**config.mk**
```make
export PLATFORM = sky130hd
export DESIGN_NAME = meter_command_and_mode_regs
export DESIGN_NICKNAME = d
export VERILOG_FILES = /design/src/meter_cfg_pkg.sv /design/src/wave_rate_divider.sv /design/src/meter_command_and_mode_regs.sv
export SDC_FILE = /design/constraint.sdc
export NUM_CORES = 1
export LEC_CHECK = 0
export BUFFER_PORTS_ARGS = -buffer_cell sky130_fd_sc_hd__buf_2
export CAP_MARGIN = 20
export CORE_UTILIZATION = 26
export CTS_CLUSTER_DIAMETER = 40
export CTS_CLUSTER_SIZE = 28
export DETAILED_ROUTE_END_ITERATION = 8
export PLACE_DENSITY_LB_ADDON = 0.08
export SETUP_SLACK_MARGIN = 0.2
export SYNTH_ARGS = -nofsm -noshare
export SYNTH_HDL_FRONTEND = slang
export SYNTH_HIERARCHICAL = 1
export SYNTH_SLANG_ARGS = --single-unit
```
**constraint.sdc**
```tcl
create_clock -name sys_clk_i -period 2.82 [get_ports sys_clk_i]
set_input_delay 0.423 -clock sys_clk_i [delete_from_list [all_inputs] [get_ports sys_clk_i]]
set_output_delay 0.423 -clock sys_clk_i [all_outputs]
set_load 0.005 [all_outputs]
```
**src/meter_cfg_pkg.sv**
```systemverilog
package meter_cfg_pkg;
    localparam int          ADDR_W            = 6;
    localparam int          CMD_W             = 8;
    localparam int          CFG_W             = 16;
    localparam int          CMD_DIR_BIT       = 7;
    localparam int          CMD_UNUSED_BIT    = 6;
    localparam logic [5:0]  OPCFG_ADDR        = 6'h09;
    localparam int          HPF_BYP_BIT       = 0;
    localparam int          LPF_BYP_BIT       = 1;
    localparam int          PULSE_OFF_BIT     = 2;
    localparam int          DIP_OFF_BIT       = 3;
    localparam int          SUSPEND_BIT       = 4;
    localparam int          TEMP_START_BIT    = 5;
    localparam int          SOFT_RST_BIT      = 6;
    localparam int          CYCLE_ACC_BIT     = 7;
    localparam int          CH1_SHORT_BIT     = 8;
    localparam int          CH2_SHORT_BIT     = 9;
    localparam int          SWAP_BIT          = 10;
    localparam int          RATE_LO_BIT       = 11;
    localparam int          SRC_LO_BIT        = 13;
    localparam int          POS_ONLY_BIT      = 15;
    localparam logic [15:0] OPCFG_RESET       = 16'h000C;
    localparam int          STATUS_RESET_BIT  = 6;
    localparam int          CLK_MHZ           = 100;
    localparam int          SOFT_RST_HOLD_NS  = 18000;
    localparam int          SOFT_RST_CYCLES   = (SOFT_RST_HOLD_NS * CLK_MHZ + 999) / 1000;
    localparam logic [1:0]  SRC_POWER         = 2'h0;
    localparam logic [1:0]  SRC_RESERVED      = 2'h1;
    localparam logic [1:0]  SRC_CH1           = 2'h2;
    localparam logic [1:0]  SRC_CH2           = 2'h3;
    localparam int          RATE_DIV_BASE_LOG = 7;
    localparam int          RATE_CNT_W        = 10;
endpackage : meter_cfg_pkg

```
**src/wave_rate_divider.sv**
```systemverilog
`timescale 1ns/1ps
module wave_rate_divider #(
    parameter int CNT_W = meter_cfg_pkg::RATE_CNT_W
) (
    input  wire logic       sys_clk_i,
    input  wire logic       rst_n_i,
    input  wire logic       clear_i,
    input  wire logic [1:0] rate_sel_i,
    output logic            tick_o
);
    typedef struct packed {
        logic [CNT_W-1:0] cnt;
        logic             tick;
    } div_s;

    div_s st_q;
    div_s st_d;
    logic [CNT_W-1:0] last_w;

    // Terminal count is divisor minus one: 127, 255, 511 or 1023
    assign last_w = CNT_W'((32'h0000_0001 << (meter_cfg_pkg::RATE_DIV_BASE_LOG + 32'(rate_sel_i))) - 32'h0000_0001);

    always_comb begin
        st_d      = st_q;
        st_d.tick = 1'b0;
        if (clear_i || st_q.cnt >= last_w) begin
            st_d.cnt  = '0;
            st_d.tick = !clear_i;
        end else begin
            st_d.cnt = st_q.cnt + CNT_W'(1);
        end
    end

    always_ff @(posedge sys_clk_i or negedge rst_n_i) begin
        if (!rst_n_i) begin
            st_q <= '0;
        end else begin
            st_q <= st_d;
        end
    end

    assign tick_o = st_q.tick;
endmodule : wave_rate_divider

```
**src/meter_command_and_mode_regs.sv**
```systemverilog
`timescale 1ns/1ps
module meter_command_and_mode_regs #(
    parameter int SOFT_RST_CYCLES = meter_cfg_pkg::SOFT_RST_CYCLES
) (
    input  wire logic        sys_clk_i,
    input  wire logic        rst_n_i,
    input  wire logic        byte_valid_i,
    input  wire logic [7:0]  byte_data_i,
    input  wire logic        word_valid_i,
    input  wire logic [15:0] word_wdata_i,
    input  wire logic        temp_done_i,
    input  wire logic        reset_flag_clear_i,
    output logic             xfer_pending_o,
    output logic             xfer_write_o,
    output logic [5:0]       xfer_addr_o,
    output logic             reg_wr_o,
    output logic             reg_rd_o,
    output logic [15:0]      rd_data_o,
    output logic             rd_data_valid_o,
    output logic             highpass_bypass_o,
    output logic             power_lowpass_bypass_o,
    output logic             pulse_output_off_o,
    output logic             dip_detect_off_o,
    output logic             converter_suspend_o,
    output logic             temperature_start_o,
    output logic             line_cycle_accumulate_o,
    output logic             channel1_short_o,
    output logic             channel2_short_o,
    output logic             input_swap_o,
    output logic [1:0]       waveform_rate_select_o,
    output logic [1:0]       waveform_source_select_o,
    output logic             positive_only_accumulate_o,
    output logic             waveform_tick_o,
    output logic             soft_reset_active_o,
    output logic             reset_done_flag_o,
    output logic             reset_flag_irq_enable_o
);
    typedef enum logic [1:0] {
        ST_WAIT_CMD  = 2'b00,
        ST_WAIT_DATA = 2'b01,
        ST_SOFT_RST  = 2'b10
    } phase_e;

    localparam int RST_CNT_W = $clog2(SOFT_RST_CYCLES + 1);

    typedef struct packed {
        phase_e                 phase;
        logic                   dir_write;
        logic [5:0]             addr;
        logic [15:0]            cfg;
        logic [RST_CNT_W-1:0]   rst_cnt;
        logic                   reset_done;
        logic                   reg_wr;
        logic                   reg_rd;
        logic [15:0]            rd_data;
        logic                   rd_valid;
        logic                   tick;
        logic                   pending;
        logic                   soft_active;
        logic                   irq_en;
    } regs_s;

    regs_s st_q;
    regs_s st_d;
    logic  tick_w;

    wave_rate_divider #(
        .CNT_W (meter_cfg_pkg::RATE_CNT_W)
    ) u_rate (
        .sys_clk_i  (sys_clk_i),
        .rst_n_i    (rst_n_i),
        .clear_i    (st_q.phase == ST_SOFT_RST),
        .rate_sel_i (st_q.cfg[meter_cfg_pkg::RATE_LO_BIT +: 2]),
        .tick_o     (tick_w)
    );

    always_comb begin
        st_d          = st_q;
        st_d.reg_wr   = 1'b0;
        st_d.reg_rd   = 1'b0;
        st_d.rd_valid = 1'b0;
        st_d.tick     = tick_w && (st_q.phase != ST_SOFT_RST);

        // Self-clear on completion; a later host write may set it again
        if (temp_done_i) begin
            st_d.cfg[meter_cfg_pkg::TEMP_START_BIT] = 1'b0;
        end
        // Hardware setting the flag beats a clear in the same cycle
        if (reset_flag_clear_i) begin
            st_d.reset_done = 1'b0;
        end

        unique case (st_q.phase)
            ST_WAIT_CMD: begin
                // Bytes here are always command bytes; nothing reads them back
                if (byte_valid_i) begin
                    st_d.addr      = byte_data_i[meter_cfg_pkg::ADDR_W-1:0];
                    st_d.dir_write = byte_data_i[meter_cfg_pkg::CMD_DIR_BIT];
                    st_d.phase     = ST_WAIT_DATA;
                end
            end
            ST_WAIT_DATA: begin
                if (st_q.dir_write && word_valid_i) begin
                    st_d.reg_wr = 1'b1;
                    st_d.phase  = ST_WAIT_CMD;
                    if (st_q.addr == meter_cfg_pkg::OPCFG_ADDR) begin
                        st_d.cfg = word_wdata_i;
                        if (word_wdata_i[meter_cfg_pkg::SOFT_RST_BIT]) begin
                            st_d.phase   = ST_SOFT_RST;
                            st_d.rst_cnt = '0;
                        end
                    end
                end else if (!st_q.dir_write) begin
                    // Read launched at once; word_valid is not looked at for a read
                    st_d.reg_rd   = 1'b1;
                    st_d.rd_valid = 1'b1;
                    st_d.rd_data  = (st_q.addr == meter_cfg_pkg::OPCFG_ADDR) ? st_q.cfg : 16'h0000;
                    st_d.phase    = ST_WAIT_CMD;
                end
            end
            ST_SOFT_RST: begin
                // Host traffic ignored during the hold; config back to defaults
                st_d.cfg = meter_cfg_pkg::OPCFG_RESET;
                if (st_q.rst_cnt >= RST_CNT_W'(SOFT_RST_CYCLES - 1)) begin
                    st_d.phase      = ST_WAIT_CMD;
                    st_d.reset_done = 1'b1;
                end else begin
                    st_d.rst_cnt = st_q.rst_cnt + RST_CNT_W'(1);
                end
            end
        endcase

        // Phase decodes kept in flops so the status outputs never glitch
        st_d.pending     = st_d.phase == ST_WAIT_DATA;
        st_d.soft_active = st_d.phase == ST_SOFT_RST;
        st_d.irq_en      = 1'b0;
    end

    always_ff @(posedge sys_clk_i or negedge rst_n_i) begin
        if (!rst_n_i) begin
            st_q            <= '0;
            st_q.phase      <= ST_WAIT_CMD;
            st_q.cfg        <= meter_cfg_pkg::OPCFG_RESET;
            st_q.reset_done <= 1'b1;
        end else begin
            st_q <= st_d;
        end
    end

    assign xfer_pending_o             = st_q.pending;
    assign xfer_write_o               = st_q.dir_write;
    assign xfer_addr_o                = st_q.addr;
    assign reg_wr_o                   = st_q.reg_wr;
    assign reg_rd_o                   = st_q.reg_rd;
    assign rd_data_o                  = st_q.rd_data;
    assign rd_data_valid_o            = st_q.rd_valid;
    assign highpass_bypass_o          = st_q.cfg[meter_cfg_pkg::HPF_BYP_BIT];
    assign power_lowpass_bypass_o     = st_q.cfg[meter_cfg_pkg::LPF_BYP_BIT];
    assign pulse_output_off_o         = st_q.cfg[meter_cfg_pkg::PULSE_OFF_BIT];
    assign dip_detect_off_o           = st_q.cfg[meter_cfg_pkg::DIP_OFF_BIT];
    assign converter_suspend_o        = st_q.cfg[meter_cfg_pkg::SUSPEND_BIT];
    assign temperature_start_o        = st_q.cfg[meter_cfg_pkg::TEMP_START_BIT];
    assign line_cycle_accumulate_o    = st_q.cfg[meter_cfg_pkg::CYCLE_ACC_BIT];
    assign channel1_short_o           = st_q.cfg[meter_cfg_pkg::CH1_SHORT_BIT];
    assign channel2_short_o           = st_q.cfg[meter_cfg_pkg::CH2_SHORT_BIT];
    assign input_swap_o               = st_q.cfg[meter_cfg_pkg::SWAP_BIT];
    assign waveform_rate_select_o     = st_q.cfg[meter_cfg_pkg::RATE_LO_BIT +: 2];
    assign waveform_source_select_o   = st_q.cfg[meter_cfg_pkg::SRC_LO_BIT +: 2];
    assign positive_only_accumulate_o = st_q.cfg[meter_cfg_pkg::POS_ONLY_BIT];
    assign waveform_tick_o            = st_q.tick;
    assign soft_reset_active_o        = st_q.soft_active;
    // Reset-complete flag can never be enabled onto the interrupt
    assign reset_flag_irq_enable_o    = st_q.irq_en;
    assign reset_done_flag_o          = st_q.reset_done;
endmodule : meter_command_and_mode_regs

```
==> results.yml, run 1 <==
clocking:
  cts.sinks: 69
  clkTransAtPathRegs_ns: 0.05
  cts.repair.resized: 0
  post_cts_buffers: 0
  htree_levels: 3
  clk-insertion-delay-late_ns: 0.34
  cts_buffer_depth: 2
  root_buffer: "clkbuf_16"
  cts_tree: "done"
  cts_hold_buffers: 0
  cts_buffers: 9
yosys:
  syn_avg_cell_area_um2: 10.14
  yosysMostFrequentCell: "dfrtp_1"
  synth_commonest_cells: "dfrtp_1 (66), nand2_1 (52), buf_4 (28), nand3_1 (28), nor2_1 (18)"
  synth_edf_count: 0
  synth_top_area_share_pct: 47.62
  yosysSeqAreaShare_pct: 49.89
  syn_area_um2: 3468
  synth_area_leaders: "dfrtp_1 (48%), buf_4 (6.1%), nand2_1 (5.6%)"
  yosys_register_bits: 69
  yosys.area.top_type: "dfrtp_1"
  syn_inst: 342
  synthArstFlopShare_pct: 100.0
  ys_warn_count: 6
  synth_cell_types: 53
  synthFlopType: "dfrtp_1"
hold_path:
  hp-class: "input port to asynchronous set/reset pin"
critical_path:
  worstSetupPathType: "flop to flop"
  critPathCaptureType: "flop"
  path_cells: "or4b_4, o32a_1, or4b_1, o211ai_1"
  critPathMaxFanout: 22
  startpoint_type: "flop"
  cp.arrival_ns: 2.63
  required_ns: 3.07
  regToRegSetupSlack_ns: 0.45
  cpMaxStageDelayCell: "o32a_1"
  critPathMaxStageDelay_ns: 0.63
floorplanning:
  core_area_um2: 12820
  io_pins: 76
  dieHeight_um: 117.5
  die_w_um: 117.5
  initial_core_util_pct: 27.04
  die-area_um2: 13810
  rows: 41
sta:
  slew_viol_final: 0
  final.period_utilization_pct: 84.17
  maxSlewHeadroom_pct: 47.07
  final.setup_skew_ns: 0.01007
  setup_violations: 0
  tns_ns: 0
  finalHoldViolCount: 0
  worst_pin_slew_ns: 0.7929
  fmax_mhz: 421.3
  period_minus_slack_ns: 2.374
  rsz0062_at_grt: "false"
cells_and_area:
  final_cell_area_um2: 4169
  finalNonFillerCells: 570
  drive_gt1_share_pct: 27.89
  nets: 436
  areaGrowthSynthToFinish_pct: 20.20
  antennaDiodeCount: 0
  fillers: 1358
drt:
  wirelength_mm: 8.616
  wl_per_cell_um: 15.12
  vias: 2609
  first_iter_violations: 108
  antenna_left: 0
  routed_via_density: 4.577
  drc: 0
  first_pass_iters: 4
power_and_ir_drop:
  vdd_drop_max_uv: 249.3
  p_leak_nw: 2.129
  powerDensity_nw_per_um2: 791.2
placed_design:
  hpwl_mm: 5.889
  place_area_um2: 3850
  place_inst: 554
  gp_congestion: 0.7297
  port_buffers: 73
outcome:
  outcome: "finished clean"
global_route:
  globalRouteMet3Util_pct: 4.021
  grt_overflow: 0
  grt_max_degree: 43
  antenna_found_initial: 0
  grt.busiest_layer: "met2"
  grt_pass1_vias: 2550
  use_met1_pct: 18.11
  track_usage_pct: 13.24
  use_met2_pct: 19.30
  grt_pass1_wl_mm: 14.01
flow_run:
  cap_viol_max_count: 0
-- flip-flops by register name, summed over array words and instances (netlist names), 2 cells and up --
| register | flops |
|---|---|
| waveform_source_select_o | 2 |
| u_rate/st_q | 10 |
| waveform_rate_select_o | 2 |
| st_q | 14 |
| rd_data_o | 16 |
| xfer_addr_o | 6 |
-- worst paths after layout --
kind / from / endpoint / depth (start not counted)
hold reg to reg: rd_data_o[9]$_DFFE_PN0P_ / rd_data_o[9]$_DFFE_PN0P_ / 2
hold / removal: rst_n_i / u_rate/st_q[4]$_DFF_PN0_ / 1
setup reg to reg: xfer_addr_o[2]$_DFFE_PN0P_ / st_q[31]$_DFFE_PN0P_ / 4
max in group asynchronous: rst_n_i / pulse_output_off_o$_DFFE_PN1P_ / 2
min in group sys_clk_i: reset_flag_clear_i / reset_done_flag_o$_DFF_PN1_ / 2
setup / recovery: xfer_addr_o[2]$_DFFE_PN0P_ / st_q[31]$_DFFE_PN0P_ / 4
-- cell families after synthesis --
kind of cell    Yosys count  synth area share, %
compound gates           48                11.08
xor+xnor                  8                2.020
fa+ha+maj                13                4.690
buf+inv                  52                8.910
flops                    69                49.89
mux                       8                2.561
other cells               2               0.2165
simple gates            142                20.64
-- layout by cell type, fill, tap and decap left out, types with 4 or more instances in the layout --
cell type | Yosys | routed
nor3_1 | 4 | 4
mux2_2 | 7 | 7
nand2_1 | 52 | 52
nor2_1 | 18 | 18
clkbuf_16 | 0 | 9
buf_2 | 1 | 73
a22o_1 | 14 | 14
or4_1 | 5 | 5
dfrtp_1 | 66 | 66
xor2_1 | 7 | 7
nand4_1 | 7 | 7
buf_4 | 28 | 6
o211ai_1 | 5 | 5
inv_1 | 10 | 10
ha_1 | 13 | 13
and3_1 | 7 | 7
nand3_1 | 28 | 28
o21ai_0 | 6 | 6
-- metrics by stage --
step	power, W	hold WS [ns]	setup WS [ns]	utilization (%)
after floorplan	0.001852	0.1274	0.6568	-
after detailed placement	0.002096	0.4565	0.4621	30.02
after global placement	0.002094	0.4487	0.4852	30.02
after CTS	0.003359	0.1431	0.4501	32.51
final	0.003298	0.1210	0.4465	32.51
after global routing	0.003503	0.1766	0.3211	32.51
-- worst max-delay path, delay by kind of cell, from the launching register on --
kind / cells / cell delay [ns]
AOI/OAI and AO/OA: 2 / 0.73
and+or+nand+nor: 2 / 1.16
DFF: 1 / 0.39
-- power by group --
part | internal (W) | leakage (nW) | switching, W
sequential | 0.00115 | 0.919 | 0.000142
combinational | 0.000304 | 1.06 | 0.000468
clock | 0.000797 | 0.153 | 0.000435
-- final cells by class --
cell class                 count  area (um^2)  area share [%]
sequential                    69         1730           41.51
multi-input combinational    222         1433           34.36
timing repair buffer          80        430.4           10.32
clock buffer                  12        246.5           5.912
tap                          172        215.2           5.162
clock inverter                 4        72.57           1.741
inverter                      11        41.29          0.9904
-- metal layers --
layer  up-vias  wire length, um
met5         -                0
met4         0              151
met3        14              401
met2        52             3790
met1      1265             4272
li1       1278                -
No activity file was read; power rests on OpenSTA's default activity.
==> run 2: changes to the inputs <==
==> constraint.sdc (replaced) <==
create_clock -name sys_clk_i -period 2.4 [get_ports sys_clk_i]
set_input_delay 0.36 -clock sys_clk_i [delete_from_list [all_inputs] [get_ports sys_clk_i]]
set_output_delay 0.36 -clock sys_clk_i [all_outputs]
set_load 0.005 [all_outputs]
==> results.yml, run 2 (same netlist as run 1, synthesis figures left out) <==
global_route:
  grt_max_degree: 35
  grt_overflow: 0
  antenna_found_initial: 0
  use_met2_pct: 19.60
  grt_pass1_vias: 2558
  track_usage_pct: 13.56
  globalRouteMet3Util_pct: 2.422
  grt_pass1_wl_mm: 14.26
  grt.busiest_layer: "met2"
  use_met1_pct: 19.35
drt:
  drc: 0
  antenna_left: 0
  routed_via_density: 4.540
  wl_per_cell_um: 15.09
  vias: 2606
  wirelength_mm: 8.664
  first_iter_violations: 153
  first_pass_iters: 4
critical_path:
  r2r-end: "waveform_source_select_o[1]$_DFFE_PN0P_"
  critPathMaxStageDelay_ns: 0.59
  critPathMaxFanout: 15
  cp-endpoint: "waveform_source_select_o[1]$_DFFE_PN0P_"
  startpoint: "xfer_addr_o[2]$_DFFE_PN0P_"
  cpMaxStageDelayCell: "or4b_4"
  critPathCaptureType: "flop"
  r2r_cells: 4
  worstReg2RegStart: "xfer_addr_o[2]$_DFFE_PN0P_"
  cp.arrival_ns: 2.34
  required_ns: 2.62
  regToRegSetupSlack_ns: 0.28
  worstSetupPathType: "flop to flop"
  path_cells: "or4b_4, or3_1, a21o_2, a22o_1"
  startpoint_type: "flop"
cells_and_area:
  multi_input_area_um2: 1469
  nets: 440
  areaGrowthSynthToFinish_pct: 21.90
  seq_area_um2: 1730
  antennaDiodeCount: 0
  most-common-layout-cells: "buf_2 (73), dfrtp_1 (66), nand2_1 (52)"
  mostFrequentLayoutCell: "buf_2"
  drive_gt1_share_pct: 30.35
  largest_register_ffs: 16
  fillers: 1360
floorplanning:
  rows: 41
  dieHeight_um: 117.5
  core_area_um2: 12820
  initial_core_util_pct: 27.04
  die-area_um2: 13810
  io_pins: 76
  die_w_um: 117.5
clocking:
  root_buffer: "clkbuf_16"
  clkTransAtPathRegs_ns: 0.05
  htree_levels: 3
  cts_tree: "done"
  cts_buffers: 9
  cts.sinks: 69
  cts_hold_buffers: 0
  clk-insertion-delay-late_ns: 0.34
  cts_buffer_depth: 2
flow_run:
  cap_viol_max_count: 0
sta:
  slew_viol_final: 0
  maxSlewHeadroom_pct: 58.38
  worst_pin_slew_ns: 0.6214
  setup_violations: 0
  tns_ns: 0
  fmax_mhz: 471.8
  final.period_utilization_pct: 88.32
  rsz0062_at_grt: "false"
  final.setup_skew_ns: 0.006890
  finalHoldViolCount: 0
  period_minus_slack_ns: 2.120
power_and_ir_drop:
  powerDensity_nw_per_um2: 917.2
  p_leak_nw: 2.146
  total_power_w: 0.003878
  vdd_drop_max_uv: 347.2
placed_design:
  port_buffers: 73
  gp_congestion: 0.7246
  hpwl_mm: 6.067
outcome:
  outcome: "finished clean"
hold_path:
  hp-class: "input port to asynchronous set/reset pin"
## run 2: layout make-up
type / count / area share [%]
inverters: 11 / 0.9766
multi-input cells: 222 / 34.74
clock buffers: 11 / 5.978
repair buffers: 84 / 10.89
flip-flops and latches: 69 / 40.93
well taps: 172 / 5.090
clock inverters: 5 / 1.391
## run 2: worst min-delay path by stage
stage / startpoint / endpoint / cells after the start
floorplan: rst_n_i / channel1_short_o$_DFFE_PN0P_ / 0
global placement: rst_n_i / u_rate/st_q[10]$_DFF_PN0_ / 1
detailed placement: rst_n_i / u_rate/st_q[10]$_DFF_PN0_ / 1
CTS: rst_n_i / st_q[58]$_DFF_PN0_ / 1
global route: rst_n_i / u_rate/st_q[10]$_DFF_PN0_ / 1
finish: rst_n_i / u_rate/st_q[10]$_DFF_PN0_ / 1
## run 2: repair_timing
item / in CTS / in global routing
endpoints found under the setup margin: 9 / 14
hold endpoints to repair: 0 / 0
setup buffers: 0 / 2
resized for setup: 2 / 6
## run 2: layer usage
layer / vias to the layer above / wire (um)
li1: 1280 / -
met1: 1260 / 4393
met2: 54 / 3803
met3: 12 / 294
met4: 0 / 174
met5: - / 0
## run 2: power by group
group / internal (W) / switching (W)
combinational: 0.000405 / 0.000578
clock: 0.000861 / 0.000524
sequential: 0.00135 / 0.000157
## run 2: critical path, delay by kind of cell (launching register included)
| kind | cells | cell delay, ns |
|---|---|---|
| AOI/OAI and AO/OA | 2 | 0.59 |
| DFF | 1 | 0.38 |
| and+or+nand+nor | 2 | 1.02 |
## run 2: metrics by stage
stage / hold WS, ns / area, um^2 / setup slack, ns / utilization (%) / cells
CTS: 0.04651 / 4179 / 0.2370 / 32.59 / 572
global placement: 0.4244 / 3865 / 0.1830 / 30.14 / 556
finish: 0.03065 / 4228 / 0.2804 / 32.97 / 574
global route: 0.08500 / 4228 / 0.2051 / 32.97 / 574
detailed placement: 0.4092 / 3865 / 0.1733 / 30.14 / 556
floorplan: 0.06441 / 3472 / 0.2368 / - / 343
==> run 3: changes to the inputs <==
--- a/config.mk
+++ b/config.mk
@@ -11,7 +11,6 @@
 export CTS_CLUSTER_DIAMETER = 40
 export CTS_CLUSTER_SIZE = 28
 export DETAILED_ROUTE_END_ITERATION = 8
-export PLACE_DENSITY_LB_ADDON = 0.08
 export SETUP_SLACK_MARGIN = 0.2
 export SYNTH_ARGS = -nofsm -noshare
 export SYNTH_HDL_FRONTEND = slang
==> results.yml, run 3 (same netlist as run 1, synthesis figures left out) <==
sta:
  tns_ns: 0
  finalHoldViolCount: 0
  worst_pin_slew_ns: 0.6898
  final.period_utilization_pct: 88.31
  setup_violations: 0
  layout_setup_ws_ns: 0.2806
  rsz0062_at_grt: "false"
  final.setup_skew_ns: 0.008850
  fmax_mhz: 471.8
  slew_viol_final: 0
  maxSlewHeadroom_pct: 54.01
  period_minus_slack_ns: 2.119
drt:
  antenna_left: 0
  first_iter_violations: 154
  vias: 2591
  wl_per_cell_um: 13.24
  routed_via_density: 4.546
  first_pass_iters: 4
  wirelength_mm: 7.544
  drc: 0
clocking:
  clkTransAtPathRegs_ns: 0.06
  cts_hold_buffers: 0
  post_cts_buffers: 0
  cts_buffers: 9
  cts.sinks: 69
  cts_tree: "done"
  htree_levels: 3
  cts_buffer_depth: 2
  root_buffer: "clkbuf_16"
  clk-insertion-delay-late_ns: 0.33
cells_and_area:
  drive_gt1_share_pct: 29.40
  mostFrequentLayoutCell: "buf_2"
  seq_area_um2: 1730
  areaGrowthSynthToFinish_pct: 21.43
  nets: 436
  multi_input_area_um2: 1461
  final_cell_area_um2: 4212
  antennaDiodeCount: 0
  post-route-util_pct: 32.84
  largest_register_ffs: 16
  fillers: 1331
  most-common-layout-cells: "buf_2 (73), dfrtp_1 (66), nand2_1 (52)"
global_route:
  antenna_found_initial: 0
  grt_overflow: 0
  grt_pass1_vias: 2559
  track_usage_pct: 11.67
  grt_max_degree: 31
  grt_pass1_wl_mm: 12.97
power_and_ir_drop:
  vdd_drop_max_uv: 395.4
  switching_power_w: 0.001210
  total_power_w: 0.003893
  powerDensity_nw_per_um2: 924.3
  p_int_w: 0.002683
  p_leak_nw: 2.134
  pwr-share-comb_pct: 23.7
  p_clk_share_pct: 37.4
  power_switching_share_pct: 31.08
  sequentialPowerShare_pct: 38.9
floorplanning:
  io_pins: 76
  rows: 41
  initial_core_util_pct: 27.04
  dieHeight_um: 117.5
  die_w_um: 117.5
  core_area_um2: 12820
  die-area_um2: 13810
critical_path:
  critPathMaxStageDelay_ns: 0.59
  cp.arrival_ns: 2.33
  critPathCaptureType: "flop"
  cpMaxStageDelayCell: "or4b_4"
  critical-path-top-delay-family: "simple AND/OR/NAND/NOR gates"
  path_cells: "or4b_4, or3_1, a21o_2, a22o_1"
  worstSetupPathType: "flop to flop"
  startpoint_type: "flop"
  required_ns: 2.62
  critPathMaxFanout: 15
  crit_buf_inv: 0
placed_design:
  place_area_um2: 3850
  place_ws_ns: 0.1580
  hpwl_mm: 5.375
  port_buffers: 73
  gp_congestion: 0.7748
hold_path:
  hp-class: "input port to asynchronous set/reset pin"
outcome:
  outcome: "finished clean"
flow_run:
  cap_viol_max_count: 0
-- run 3: final cells by class --
| type | instances | area share [%] |
|---|---|---|
| multi-input cells | 222 | 34.70 |
| well taps | 172 | 5.110 |
| repair buffers | 80 | 10.22 |
| clock inverters | 6 | 2.228 |
| flip-flops and latches | 69 | 41.09 |
| inverters | 11 | 0.9804 |
| clock buffers | 10 | 5.674 |
-- run 3: per-stage QoR --
stage | hold slack (ns) | instances
final | 0.07028 | 570
after global routing | 0.1206 | 570
after CTS | 0.08673 | 570
after detailed placement | 0.4512 | 554
after global placement | 0.4423 | 554
after floorplan | 0.06441 | 343
-- run 3: final timing paths --
path | startpoint | end | slack, ns | cells past startpoint
max | xfer_addr_o[2]$_DFFE_PN0P_ | waveform_source_select_o[0]$_DFFE_PN0P_ | 0.28 | 4
min | rst_n_i | waveform_source_select_o[1]$_DFFE_PN0P_ | 0.07 | 1
max reg2reg | xfer_addr_o[2]$_DFFE_PN0P_ | waveform_source_select_o[0]$_DFFE_PN0P_ | 0.28 | 4
min reg2reg | rd_data_o[10]$_DFFE_PN0P_ | rd_data_o[10]$_DFFE_PN0P_ | 0.46 | 2
max in group asynchronous | rst_n_i | reset_done_flag_o$_DFF_PN1_ | 1.67 | 2
min in group sys_clk_i | reset_flag_clear_i | reset_done_flag_o$_DFF_PN1_ | 0.17 | 2
-- run 3: power by group through the flow --
stage                     Clock, W  Combinational, W  Sequential [W]
after floorplan                  0          0.000674         0.00150
after global placement           0          0.000878         0.00153
after detailed placement         0          0.000901         0.00154
after CTS                  0.00150          0.000909         0.00152
after global routing       0.00155           0.00104         0.00155
final                      0.00146          0.000922         0.00152
-- run 3: timing repair --
item                                   in CTS  in global routing
endpoints found under the hold margin       0                  0
gates resized for setup                     2                  4
setup endpoints to repair                  12                 15
-- run 3: per-layer routing --
layer  vias to the layer above  wire length (um)  global-route usage, %
met2                        67              3479                  18.38
met5                         -                 0                      0
li1                       1273                 -                      -
met1                      1246              3589                  15.09
met4                         0                61                  3.846
met3                         5               414                  3.779
